--- config.mk ---
export PLATFORM = sky130hd
export DESIGN_NAME = ssx_core
export DESIGN_NICKNAME = d
export VERILOG_FILES = /design/src/core/ssx_pkg.sv /design/src/core/ssx_file_ram.sv /design/src/core/ssx_core.sv
export SDC_FILE = /design/constraint.sdc
export NUM_CORES = 1
export LEC_CHECK = 0
export BUFFER_PORTS_ARGS = -buffer_cell sky130_fd_sc_hd__buf_2
export CAP_MARGIN = 40
export CORE_MARGIN = 5
export CORE_UTILIZATION = 40
export CTS_BUF_LIST = sky130_fd_sc_hd__clkbuf_8
export CTS_CLUSTER_DIAMETER = 40
export DETAILED_ROUTE_END_ITERATION = 6
export GPL_TIMING_DRIVEN = 0
export PLACE_DENSITY_LB_ADDON = 0.05
export SYNTH_ARGS = -nofsm -noshare
export SYNTH_HDL_FRONTEND = slang
export SYNTH_HIERARCHICAL = 1
export SYNTH_SLANG_ARGS = --single-unit
--- constraint.sdc ---
create_clock -name pclk -period 7.4 [get_ports pclk]
set_input_delay 0 -clock pclk [delete_from_list [all_inputs] [get_ports pclk]]
set_output_delay 0 -clock pclk [all_outputs]
set_load 0.02 [all_outputs]
--- src/core/ssx_pkg.sv ---
package ssx_pkg;

  // Datapath widths
  localparam int DATA_W   = 8;
  localparam int FILE_AW  = 6;
  localparam int ROM_AW   = 11;
  localparam int ROM_DW   = 14;
  localparam int PTR_BITS = 3;
  localparam int TDH_BITS = 6;
  localparam int APB_AW   = 8;

  // Register byte offsets
  localparam logic [APB_AW-1:0] OFF_CMD   = 8'h00;
  localparam logic [APB_AW-1:0] OFF_ACC   = 8'h04;
  localparam logic [APB_AW-1:0] OFF_STAT  = 8'h08;
  localparam logic [APB_AW-1:0] OFF_TPH   = 8'h0c;
  localparam logic [APB_AW-1:0] OFF_TDH   = 8'h10;
  localparam logic [APB_AW-1:0] OFF_FADDR = 8'h14;
  localparam logic [APB_AW-1:0] OFF_FDATA = 8'h18;

  // Command word field positions
  localparam int CMD_OP_LSB    = 0;
  localparam int CMD_DEST_BIT  = 2;
  localparam int CMD_FADDR_LSB = 8;
  localparam int CMD_IMM_LSB   = 16;

  // Status word bit positions
  localparam int STAT_C_BIT  = 0;
  localparam int STAT_DC_BIT = 1;
  localparam int STAT_Z_BIT  = 2;

  // Reset values
  localparam logic [DATA_W-1:0]   ACC_RST   = 8'h00;
  localparam logic [2:0]          STAT_RST  = 3'h0;
  localparam logic [DATA_W-1:0]   TPH_RST   = 8'h00;
  localparam logic [TDH_BITS-1:0] TDH_RST   = 6'h00;
  localparam logic [FILE_AW-1:0]  FADDR_RST = 6'h00;

  // Operations carried by the command word
  typedef enum logic [1:0] {
    OP_SUB_ACC_FROM_FILE,
    OP_NIBBLE_SWAP_FILE,
    OP_SUB_ACC_FROM_IMMEDIATE,
    OP_ROM_TABLE_READ
  } ssx_op_e;

  // Execution sequencer states
  typedef enum logic [2:0] {
    ST_IDLE,
    ST_FETCH,
    ST_EXEC,
    ST_TB1,
    ST_TB2,
    ST_TB3
  } ssx_state_e;

  typedef struct packed {
    logic [DATA_W-1:0]  imm;
    logic [FILE_AW-1:0] faddr;
    logic               dest;
    ssx_op_e            op;
  } ssx_cmd_s;

  typedef struct packed {
    logic z;
    logic nibble_carry_flag;
    logic c;
  } ssx_flags_s;

endpackage

--- src/core/ssx_file_ram.sv ---
`timescale 1ns/1ns
// File register array; read data is registered, so a read costs one clock
module ssx_file_ram #(
  parameter int DW = 8,
  parameter int AW = 6
) (
  input  wire logic          clk,
  input  wire logic          we,
  input  wire logic [AW-1:0] addr,
  input  wire logic [DW-1:0] wdata,
  output logic      [DW-1:0] rdata
);

  logic [DW-1:0] mem [2**AW];

  // Write first is not needed: a write and a dependent read never share a cycle
  always_ff @(posedge clk)
  begin
    if (we)
    begin
      mem[addr] <= wdata;
    end
    rdata <= mem[addr];
  end

endmodule

--- src/core/ssx_core.sv ---
`timescale 1ns/1ns
module ssx_core
  import ssx_pkg::*;
#(
  parameter int FILE_ADDR_W = FILE_AW
) (
  input  wire logic              pclk,
  input  wire logic              presetn,
  input  wire logic              psel,
  input  wire logic              penable,
  input  wire logic              pwrite,
  input  wire logic [APB_AW-1:0] paddr,
  input  wire logic [31:0]       pwdata,
  output logic      [31:0]       prdata,
  output logic                   pready,
  output logic                   pslverr,
  output logic      [ROM_AW-1:0] rom_addr,
  input  wire logic [ROM_DW-1:0] rom_data
);

  // Sequencer and architectural state
  ssx_state_e              state;
  ssx_state_e              next_state;
  ssx_cmd_s                cmd;
  ssx_cmd_s                next_cmd;
  logic [DATA_W-1:0]       acc;
  logic [DATA_W-1:0]       next_acc;
  ssx_flags_s              flags;
  ssx_flags_s              next_flags;
  logic [DATA_W-1:0]       tph;
  logic [DATA_W-1:0]       next_tph;
  logic [TDH_BITS-1:0]     tdh;
  logic [TDH_BITS-1:0]     next_tdh;
  logic [FILE_ADDR_W-1:0]  faddr;
  logic [FILE_ADDR_W-1:0]  next_faddr;
  logic [ROM_AW-1:0]       next_rom_addr;
  logic                    ram_stale;
  logic                    next_ram_stale;

  // Bus answer state
  logic [31:0]             next_prdata;
  logic                    next_pready;
  logic                    next_pslverr;

  // File array port
  logic                    ram_we;
  logic [FILE_ADDR_W-1:0]  ram_addr;
  logic [DATA_W-1:0]       ram_wdata;
  logic [DATA_W-1:0]       ram_rdata;

  // Datapath intermediates
  logic                    access;
  logic                    answer;
  logic                    commit;
  logic                    mapped;
  ssx_cmd_s                new_cmd;
  logic [DATA_W-1:0]       operand;
  logic [DATA_W:0]         diff_full;
  logic [4:0]              diff_low;
  logic [DATA_W-1:0]       swapped;
  logic [DATA_W-1:0]       result;
  logic                    sub_op;

  ssx_file_ram #(
    .DW (DATA_W),
    .AW (FILE_ADDR_W)
  ) u_file_ram (
    .clk   (pclk),
    .we    (ram_we),
    .addr  (ram_addr),
    .wdata (ram_wdata),
    .rdata (ram_rdata)
  );

  // Decode of the bus phase and of the command word being written
  always_comb
  begin
    access  = psel & penable;
    answer  = access & ~pready & (state == ST_IDLE) & ~ram_stale; // Stall the bus while an instruction runs
    commit  = access & pready & ~pslverr;
    mapped  = (paddr == OFF_CMD) | (paddr == OFF_ACC) | (paddr == OFF_STAT) | (paddr == OFF_TPH)
            | (paddr == OFF_TDH) | (paddr == OFF_FADDR) | (paddr == OFF_FDATA);
    new_cmd.op    = ssx_op_e'(pwdata[CMD_OP_LSB +: 2]);
    new_cmd.dest  = pwdata[CMD_DEST_BIT];
    new_cmd.faddr = pwdata[CMD_FADDR_LSB +: FILE_ADDR_W];
    new_cmd.imm   = pwdata[CMD_IMM_LSB +: DATA_W];
  end

  // Arithmetic: two's complement subtract as operand + ~acc + 1
  always_comb
  begin
    sub_op    = (cmd.op == OP_SUB_ACC_FROM_FILE) | (cmd.op == OP_SUB_ACC_FROM_IMMEDIATE);
    operand   = (cmd.op == OP_SUB_ACC_FROM_IMMEDIATE) ? cmd.imm : ram_rdata;
    diff_full = {1'b0, operand} + {1'b0, ~acc} + 9'h001;
    diff_low  = {1'b0, operand[3:0]} + {1'b0, ~acc[3:0]} + 5'h01;
    swapped   = {operand[3:0], operand[7:4]};
    result    = sub_op ? diff_full[DATA_W-1:0] : swapped;
  end

  // Bus answers come one clock into the access phase when idle
  always_comb
  begin
    next_pready  = answer;
    next_pslverr = answer & ~mapped;
    next_prdata  = 32'h0000_0000;
    if (answer & ~pwrite)
    begin
      case (paddr)
        OFF_CMD:   next_prdata = 32'({cmd.imm, 2'h0, cmd.faddr, 5'h00, cmd.dest, cmd.op});
        OFF_ACC:   next_prdata = 32'(acc);
        OFF_STAT:  next_prdata = 32'(flags);
        OFF_TPH:   next_prdata = 32'(tph);
        OFF_TDH:   next_prdata = 32'(tdh);
        OFF_FADDR: next_prdata = 32'(faddr);
        OFF_FDATA: next_prdata = 32'(ram_rdata); // Array output tracks faddr while idle
        default:   next_prdata = 32'h0000_0000;
      endcase
    end
  end

  // Sequencer, register writes and file array steering
  always_comb
  begin
    next_state    = state;
    next_cmd      = cmd;
    next_acc      = acc;
    next_flags    = flags;
    next_tph      = tph;
    next_tdh      = tdh;
    next_faddr    = faddr;
    next_rom_addr = rom_addr;
    ram_we        = 1'b0;
    ram_addr      = faddr;
    ram_wdata     = pwdata[DATA_W-1:0];
    next_ram_stale = 1'b0; // Array output is only stale right after execute
    case (state)
      ST_IDLE:
      begin
        if (commit & pwrite)
        begin
          case (paddr)
            OFF_CMD:
            begin
              next_cmd = new_cmd;
              if (new_cmd.op == OP_ROM_TABLE_READ)
              begin
                next_rom_addr = {tph[PTR_BITS-1:0], acc};
                next_state    = ST_TB1;
              end
              else
              begin
                next_state = ST_FETCH;
              end
            end
            OFF_ACC:   next_acc   = pwdata[DATA_W-1:0];
            OFF_STAT:  next_flags = ssx_flags_s'(pwdata[2:0]);
            OFF_TPH:   next_tph   = pwdata[DATA_W-1:0];
            OFF_FADDR: next_faddr = pwdata[FILE_ADDR_W-1:0];
            OFF_FDATA: ram_we     = 1'b1;
            default:   next_state = ST_IDLE; // Table data high is read only
          endcase
        end
      end
      ST_FETCH:
      begin
        // First half of the instruction cycle reads the operand
        ram_addr   = cmd.faddr;
        next_state = ST_EXEC;
      end
      ST_EXEC:
      begin
        ram_addr   = cmd.faddr;
        ram_wdata  = result;
        next_state = ST_IDLE;
        // The read launched here used the instruction's address, so hold answers one clock
        next_ram_stale = 1'b1;
        if ((cmd.op != OP_SUB_ACC_FROM_IMMEDIATE) & cmd.dest)
        begin
          ram_we = 1'b1;
        end
        else
        begin
          next_acc = result;
        end
        if (sub_op)
        begin
          next_flags.c                 = diff_full[DATA_W];
          next_flags.nibble_carry_flag = diff_low[4];
          next_flags.z                 = (diff_full[DATA_W-1:0] == 8'h00);
        end
      end
      ST_TB1:
      begin
        next_state = ST_TB2;
      end
      ST_TB2:
      begin
        next_state = ST_TB3;
      end
      ST_TB3:
      begin
        // Second instruction cycle ends: ROM word is loaded, flags left alone
        next_acc   = rom_data[DATA_W-1:0];
        next_tdh   = rom_data[ROM_DW-1:DATA_W];
        next_state = ST_IDLE;
      end
      default:
      begin
        next_state = ST_IDLE;
      end
    endcase
  end

  // All state registers
  always_ff @(posedge pclk or negedge presetn)
  begin
    if (!presetn)
    begin
      state    <= ST_IDLE;
      cmd      <= '0;
      acc      <= ACC_RST;
      flags    <= ssx_flags_s'(STAT_RST);
      tph      <= TPH_RST;
      tdh      <= TDH_RST;
      faddr    <= FADDR_RST;
      rom_addr <= '0;
      prdata   <= 32'h0000_0000;
      pready   <= 1'b0;
      pslverr  <= 1'b0;
      ram_stale <= 1'b0;
    end
    else
    begin
      state    <= next_state;
      cmd      <= next_cmd;
      acc      <= next_acc;
      flags    <= next_flags;
      tph      <= next_tph;
      tdh      <= next_tdh;
      faddr    <= next_faddr;
      rom_addr <= next_rom_addr;
      prdata   <= next_prdata;
      pready   <= next_pready;
      pslverr  <= next_pslverr;
      ram_stale <= next_ram_stale;
    end
  end

endmodule

==> reports/results.ini <==
[status]
outcome=completed

[synthesis]
yosys.area.top_type_share=0.615
synth-edff-count=512
synth_cells=1603
synth-warning-count=6
synth_async_sr_flop_share=0.143
top_ff_cell_synth=sky130_fd_sc_hd__edfxtp_1
synth_area_leader_cell=sky130_fd_sc_hd__edfxtp_1
ys_types=77
avgSynthCellArea_um2=15.6
synth_area_leaders=sky130_fd_sc_hd__edfxtp_1 62%, sky130_fd_sc_hd__dfrtp_1 8.7%, sky130_fd_sc_hd__mux4_2 3.7%
post_synth_instance_area_um2=25000
yosys_register_bits=607
synth_sequential_area_ratio=0.709

[floorplan]
design.die.area_um2=67600
floorplan_die_width_um=260
io_pins=104
floorplan.initialDensity=0.404
num_rows=91
floorplan.die.height_um=260
coreArea_um2=61800

[setup_path]
crit_path_max_incr_delay_ps=1010
cp_startpoint=state[1]$_DFFE_PN0P_
critical_path.max_fanout=10
critical_path.most_common_cell=sky130_fd_sc_hd__clkbuf_1
beginning_of_the_worst_register_to_register_path=state[1]$_DFFE_PN0P_
critPathTopFamily=simple AND/OR/NAND/NOR gates
cp.buffers_inverters=5
critPathRequiredTime_ps=7700
cpMaxStageDelayCell=sky130_fd_sc_hd__nor2_1
crit_path_class=reg2reg
crit_path_end_kind=register
crit_path_start_kind=register
worst_path_cell_trace=clkbuf_1 > xnor2_1 > nor2_1 > mux2_2 > buf_6 > buf_6 > nor2b_1 > clkbuf_1 > clkbuf_1 > nand3_1 > nor2_1
cp.arrival_ps=5970

[clock_tree]
max-clock-path-buffers=3
clk_pin_slew_worst_paths_ps=60
clkSinkCount=607
clk_latency_ps=710
cts-buffers-inserted=110
tritoncts=done
cts_root_buffer=sky130_fd_sc_hd__clkbuf_8
cts_setup_buffers=0
clock_tree.htree_level_count=3

[layout]
area.growth.synth_to_final_pct=19.7
final_nets=1982
fillCellCount=5368
final_cells=2843
multi_input_comb_area_um2=6730
layout-drive-gt1-share=0.225
seqCellArea_um2=17700

[detailed_routing]
detail-route-antenna-nets=0
drtIter0Drc=1621
drc=0
vias=16200
detailed_route_wire_length_per_cell_um=28.6
vias_per_cell=5.70
detailedRoute.firstPassIterationCount=5
wl_um=81300

[sta]
tightest_pin_transition_ps=1040
final-hold-violation-count=0
rsz0062_at_grt=no
final-setup-viol-count=0
achievable-frequency_mhz=176
final_critical_period_ps=5670
max-slew-margin-rel=0.297
final-max-slew-violation-count=0
fin_crit_sh=0.766
timing.clock.skew_ps=33.8

[global_routing]
antenna_found_initial=4
globalRouteTotalUtil=0.238
grt_pass1_wl_um=116000
grt_max_degree=65
globalRoute.totalOverflow=0
first_global_vias=16300

[place]
port_buffers=80
post-place-cells=2579
globalplace.congestion=0.915
post_dp_hpwl_um=56100

[power]
power-per-cell-area_nw_per_um2=233
largest_vdd_supply_drop_v=0.000144
total_leakage_power_nw=10.7
finalPower_mw=6.97

[min_path]
min-delay-start=pwdata[19]
hold_path.class=in2reg

[flow_run]
max_cap_violations=0

[timing repair]
item,CTS,global route
endpoints found under the hold margin,206,0
hold buffers,58,0
gates resized for setup,0,0
[final timing paths]
| kind | end | slack [ps] | depth (start not counted) |
|---|---|---|---|
| max in group asynchronous | cmd[0]$_DFFE_PN0P_ | 6720 | 4 |
| min in group asynchronous | tph[3]$_DFFE_PN0P_ | 370 | 4 |
| worst max register to register | u_file_ram/mem[13][3]$_DFFE_PP_ | 1730 | 11 |
| worst min register to register | rom_addr[6]$_DFFE_PN0P_ | 480 | 1 |
| worst max-delay path | u_file_ram/mem[13][3]$_DFFE_PP_ | 1730 | 11 |
| worst min-delay path | cmd[12]$_DFFE_PN0P_ | 80 | 3 |
[worst register-to-register path, stage by stage, from the launching register on]
cell and delay, ps:
sky130_fd_sc_hd__dfrtp_1 370, sky130_fd_sc_hd__clkbuf_1 340, sky130_fd_sc_hd__xnor2_1 120, sky130_fd_sc_hd__nor2_1 400
sky130_fd_sc_hd__mux2_2 410, sky130_fd_sc_hd__buf_6 160, sky130_fd_sc_hd__buf_6 180, sky130_fd_sc_hd__nor2b_1 410
sky130_fd_sc_hd__clkbuf_1 650, sky130_fd_sc_hd__clkbuf_1 460, sky130_fd_sc_hd__nand3_1 760, sky130_fd_sc_hd__nor2_1 1010
[placed cells by master (no fill, tap or decap), drive strengths merged, types with 7 or more instances in the layout]
| cell type | instances |
|---|---|
| mux2 | 69 |
| a221oi | 26 |
| a32oi | 8 |
| dfxtp | 8 |
| a222oi | 9 |
| nand2b | 30 |
| edfxtp | 512 |
| dfrtp | 87 |
| a221o | 11 |
| nor2 | 120 |
| o221ai | 9 |
| a31oi | 23 |
| conb | 10 |
| mux2i | 65 |
| o22ai | 23 |
| nand2 | 94 |
| a22oi | 51 |
| and3 | 24 |
| a22o | 10 |
| a211oi | 10 |
| bufinv | 7 |
| o22a | 11 |
| buf | 195 |
| dlygate4sd3 | 57 |
| clkbuf | 169 |
| nor2b | 9 |
| mux4 | 41 |
| and2 | 14 |
| inv | 57 |
| o2bb2ai | 8 |
| o21ai | 28 |
| a21oi | 53 |
| ha | 8 |
| nand3b | 14 |
| nand3 | 10 |
| clkinv | 34 |
[final cells by class]
| cell class | instances | share of cell area |
|---|---|---|
| multi-input cells | 875 | 0.225 |
| clock buffers | 116 | 0.0534 |
| well taps | 837 | 0.0350 |
| clock inverters | 87 | 0.0188 |
| diodes | 1 | 0.0000837 |
| repair buffers | 190 | 0.0542 |
| inverters | 15 | 0.00188 |
| flip-flops and latches | 607 | 0.592 |
| plain buffers | 115 | 0.0195 |
[power breakdown]
group | switching [mW] | total (mW) | internal, mW
clock network | 1.39 | 3.08 | 1.69
logic | 0.111 | 0.175 | 0.0643
registers | 0.00262 | 3.72 | 3.71
[flip-flops by register name, indices dropped and copies added, names as in the netlist]
signal / flops
u_file_ram/mem: 512
prdata: 22
cmd: 17
rom_addr: 11
acc: 8
tph: 8
u_file_ram/rdata: 8
faddr: 6
tdh: 6
flags: 3
state: 3
pready: 1
pslverr: 1
ram_stale: 1
[routing by layer]
layer	GRT usage	part of all wire	vias up
li1	-	-	6956
met1	0.326	0.42	8320
met2	0.377	0.46	751
met3	0.0464	0.080	188
met4	0.0945	0.040	2
met5	0	0.00016	-
[Yosys cell counts, types with 9 or more instances]
master and n:
sky130_fd_sc_hd__and2_1 13, sky130_fd_sc_hd__a221o_1 11, sky130_fd_sc_hd__mux2i_1 65, sky130_fd_sc_hd__nor2b_1 9, sky130_fd_sc_hd__a211oi_1 10, sky130_fd_sc_hd__nand2_1 92, sky130_fd_sc_hd__o22a_1 11, sky130_fd_sc_hd__mux2_2 52
sky130_fd_sc_hd__inv_1 15, sky130_fd_sc_hd__o21ai_0 26, sky130_fd_sc_hd__buf_2 34, sky130_fd_sc_hd__mux4_2 41, sky130_fd_sc_hd__o22ai_1 23, sky130_fd_sc_hd__nor2_1 119, sky130_fd_sc_hd__a221oi_1 26, sky130_fd_sc_hd__and3_1 24
sky130_fd_sc_hd__clkbuf_1 52, sky130_fd_sc_hd__buf_4 15, sky130_fd_sc_hd__a22o_1 10, sky130_fd_sc_hd__o221ai_1 9, sky130_fd_sc_hd__a22oi_1 51, sky130_fd_sc_hd__a222oi_1 9, sky130_fd_sc_hd__edfxtp_1 512, sky130_fd_sc_hd__a31oi_1 23
sky130_fd_sc_hd__a21oi_1 53, sky130_fd_sc_hd__nand3b_1 14, sky130_fd_sc_hd__nand2b_1 30, sky130_fd_sc_hd__nand3_1 10, sky130_fd_sc_hd__mux2_1 17, sky130_fd_sc_hd__dfrtp_1 87
[stage by stage]
step | hold slack, ps | setup WS, ps | area, um^2 | setup TNS, ps | utilization
floorplan | -296 | 1750 | 25000 | 0 | -
global placement | 195 | -3050 | 26500 | -487590 | 0.428
detailed placement | -26.7 | 1870 | 27100 | 0 | 0.439
CTS | 22.7 | 1840 | 29900 | 0 | 0.484
global route | 57.4 | 1590 | 29900 | 0 | 0.484
finish | 80.7 | 1730 | 29900 | 0 | 0.484
[kinds of logic after synthesis]
family	after synthesis	share of synthesized area
compound gates	308	0.0885
xor+xnor	3	0.00105
fa+ha+maj	9	0.00481
buf+inv	130	0.0256
flops	607	0.709
mux	175	0.0941
other cells	1	0.000150
simple gates	370	0.0770
(Power assumes the default switching activity.)
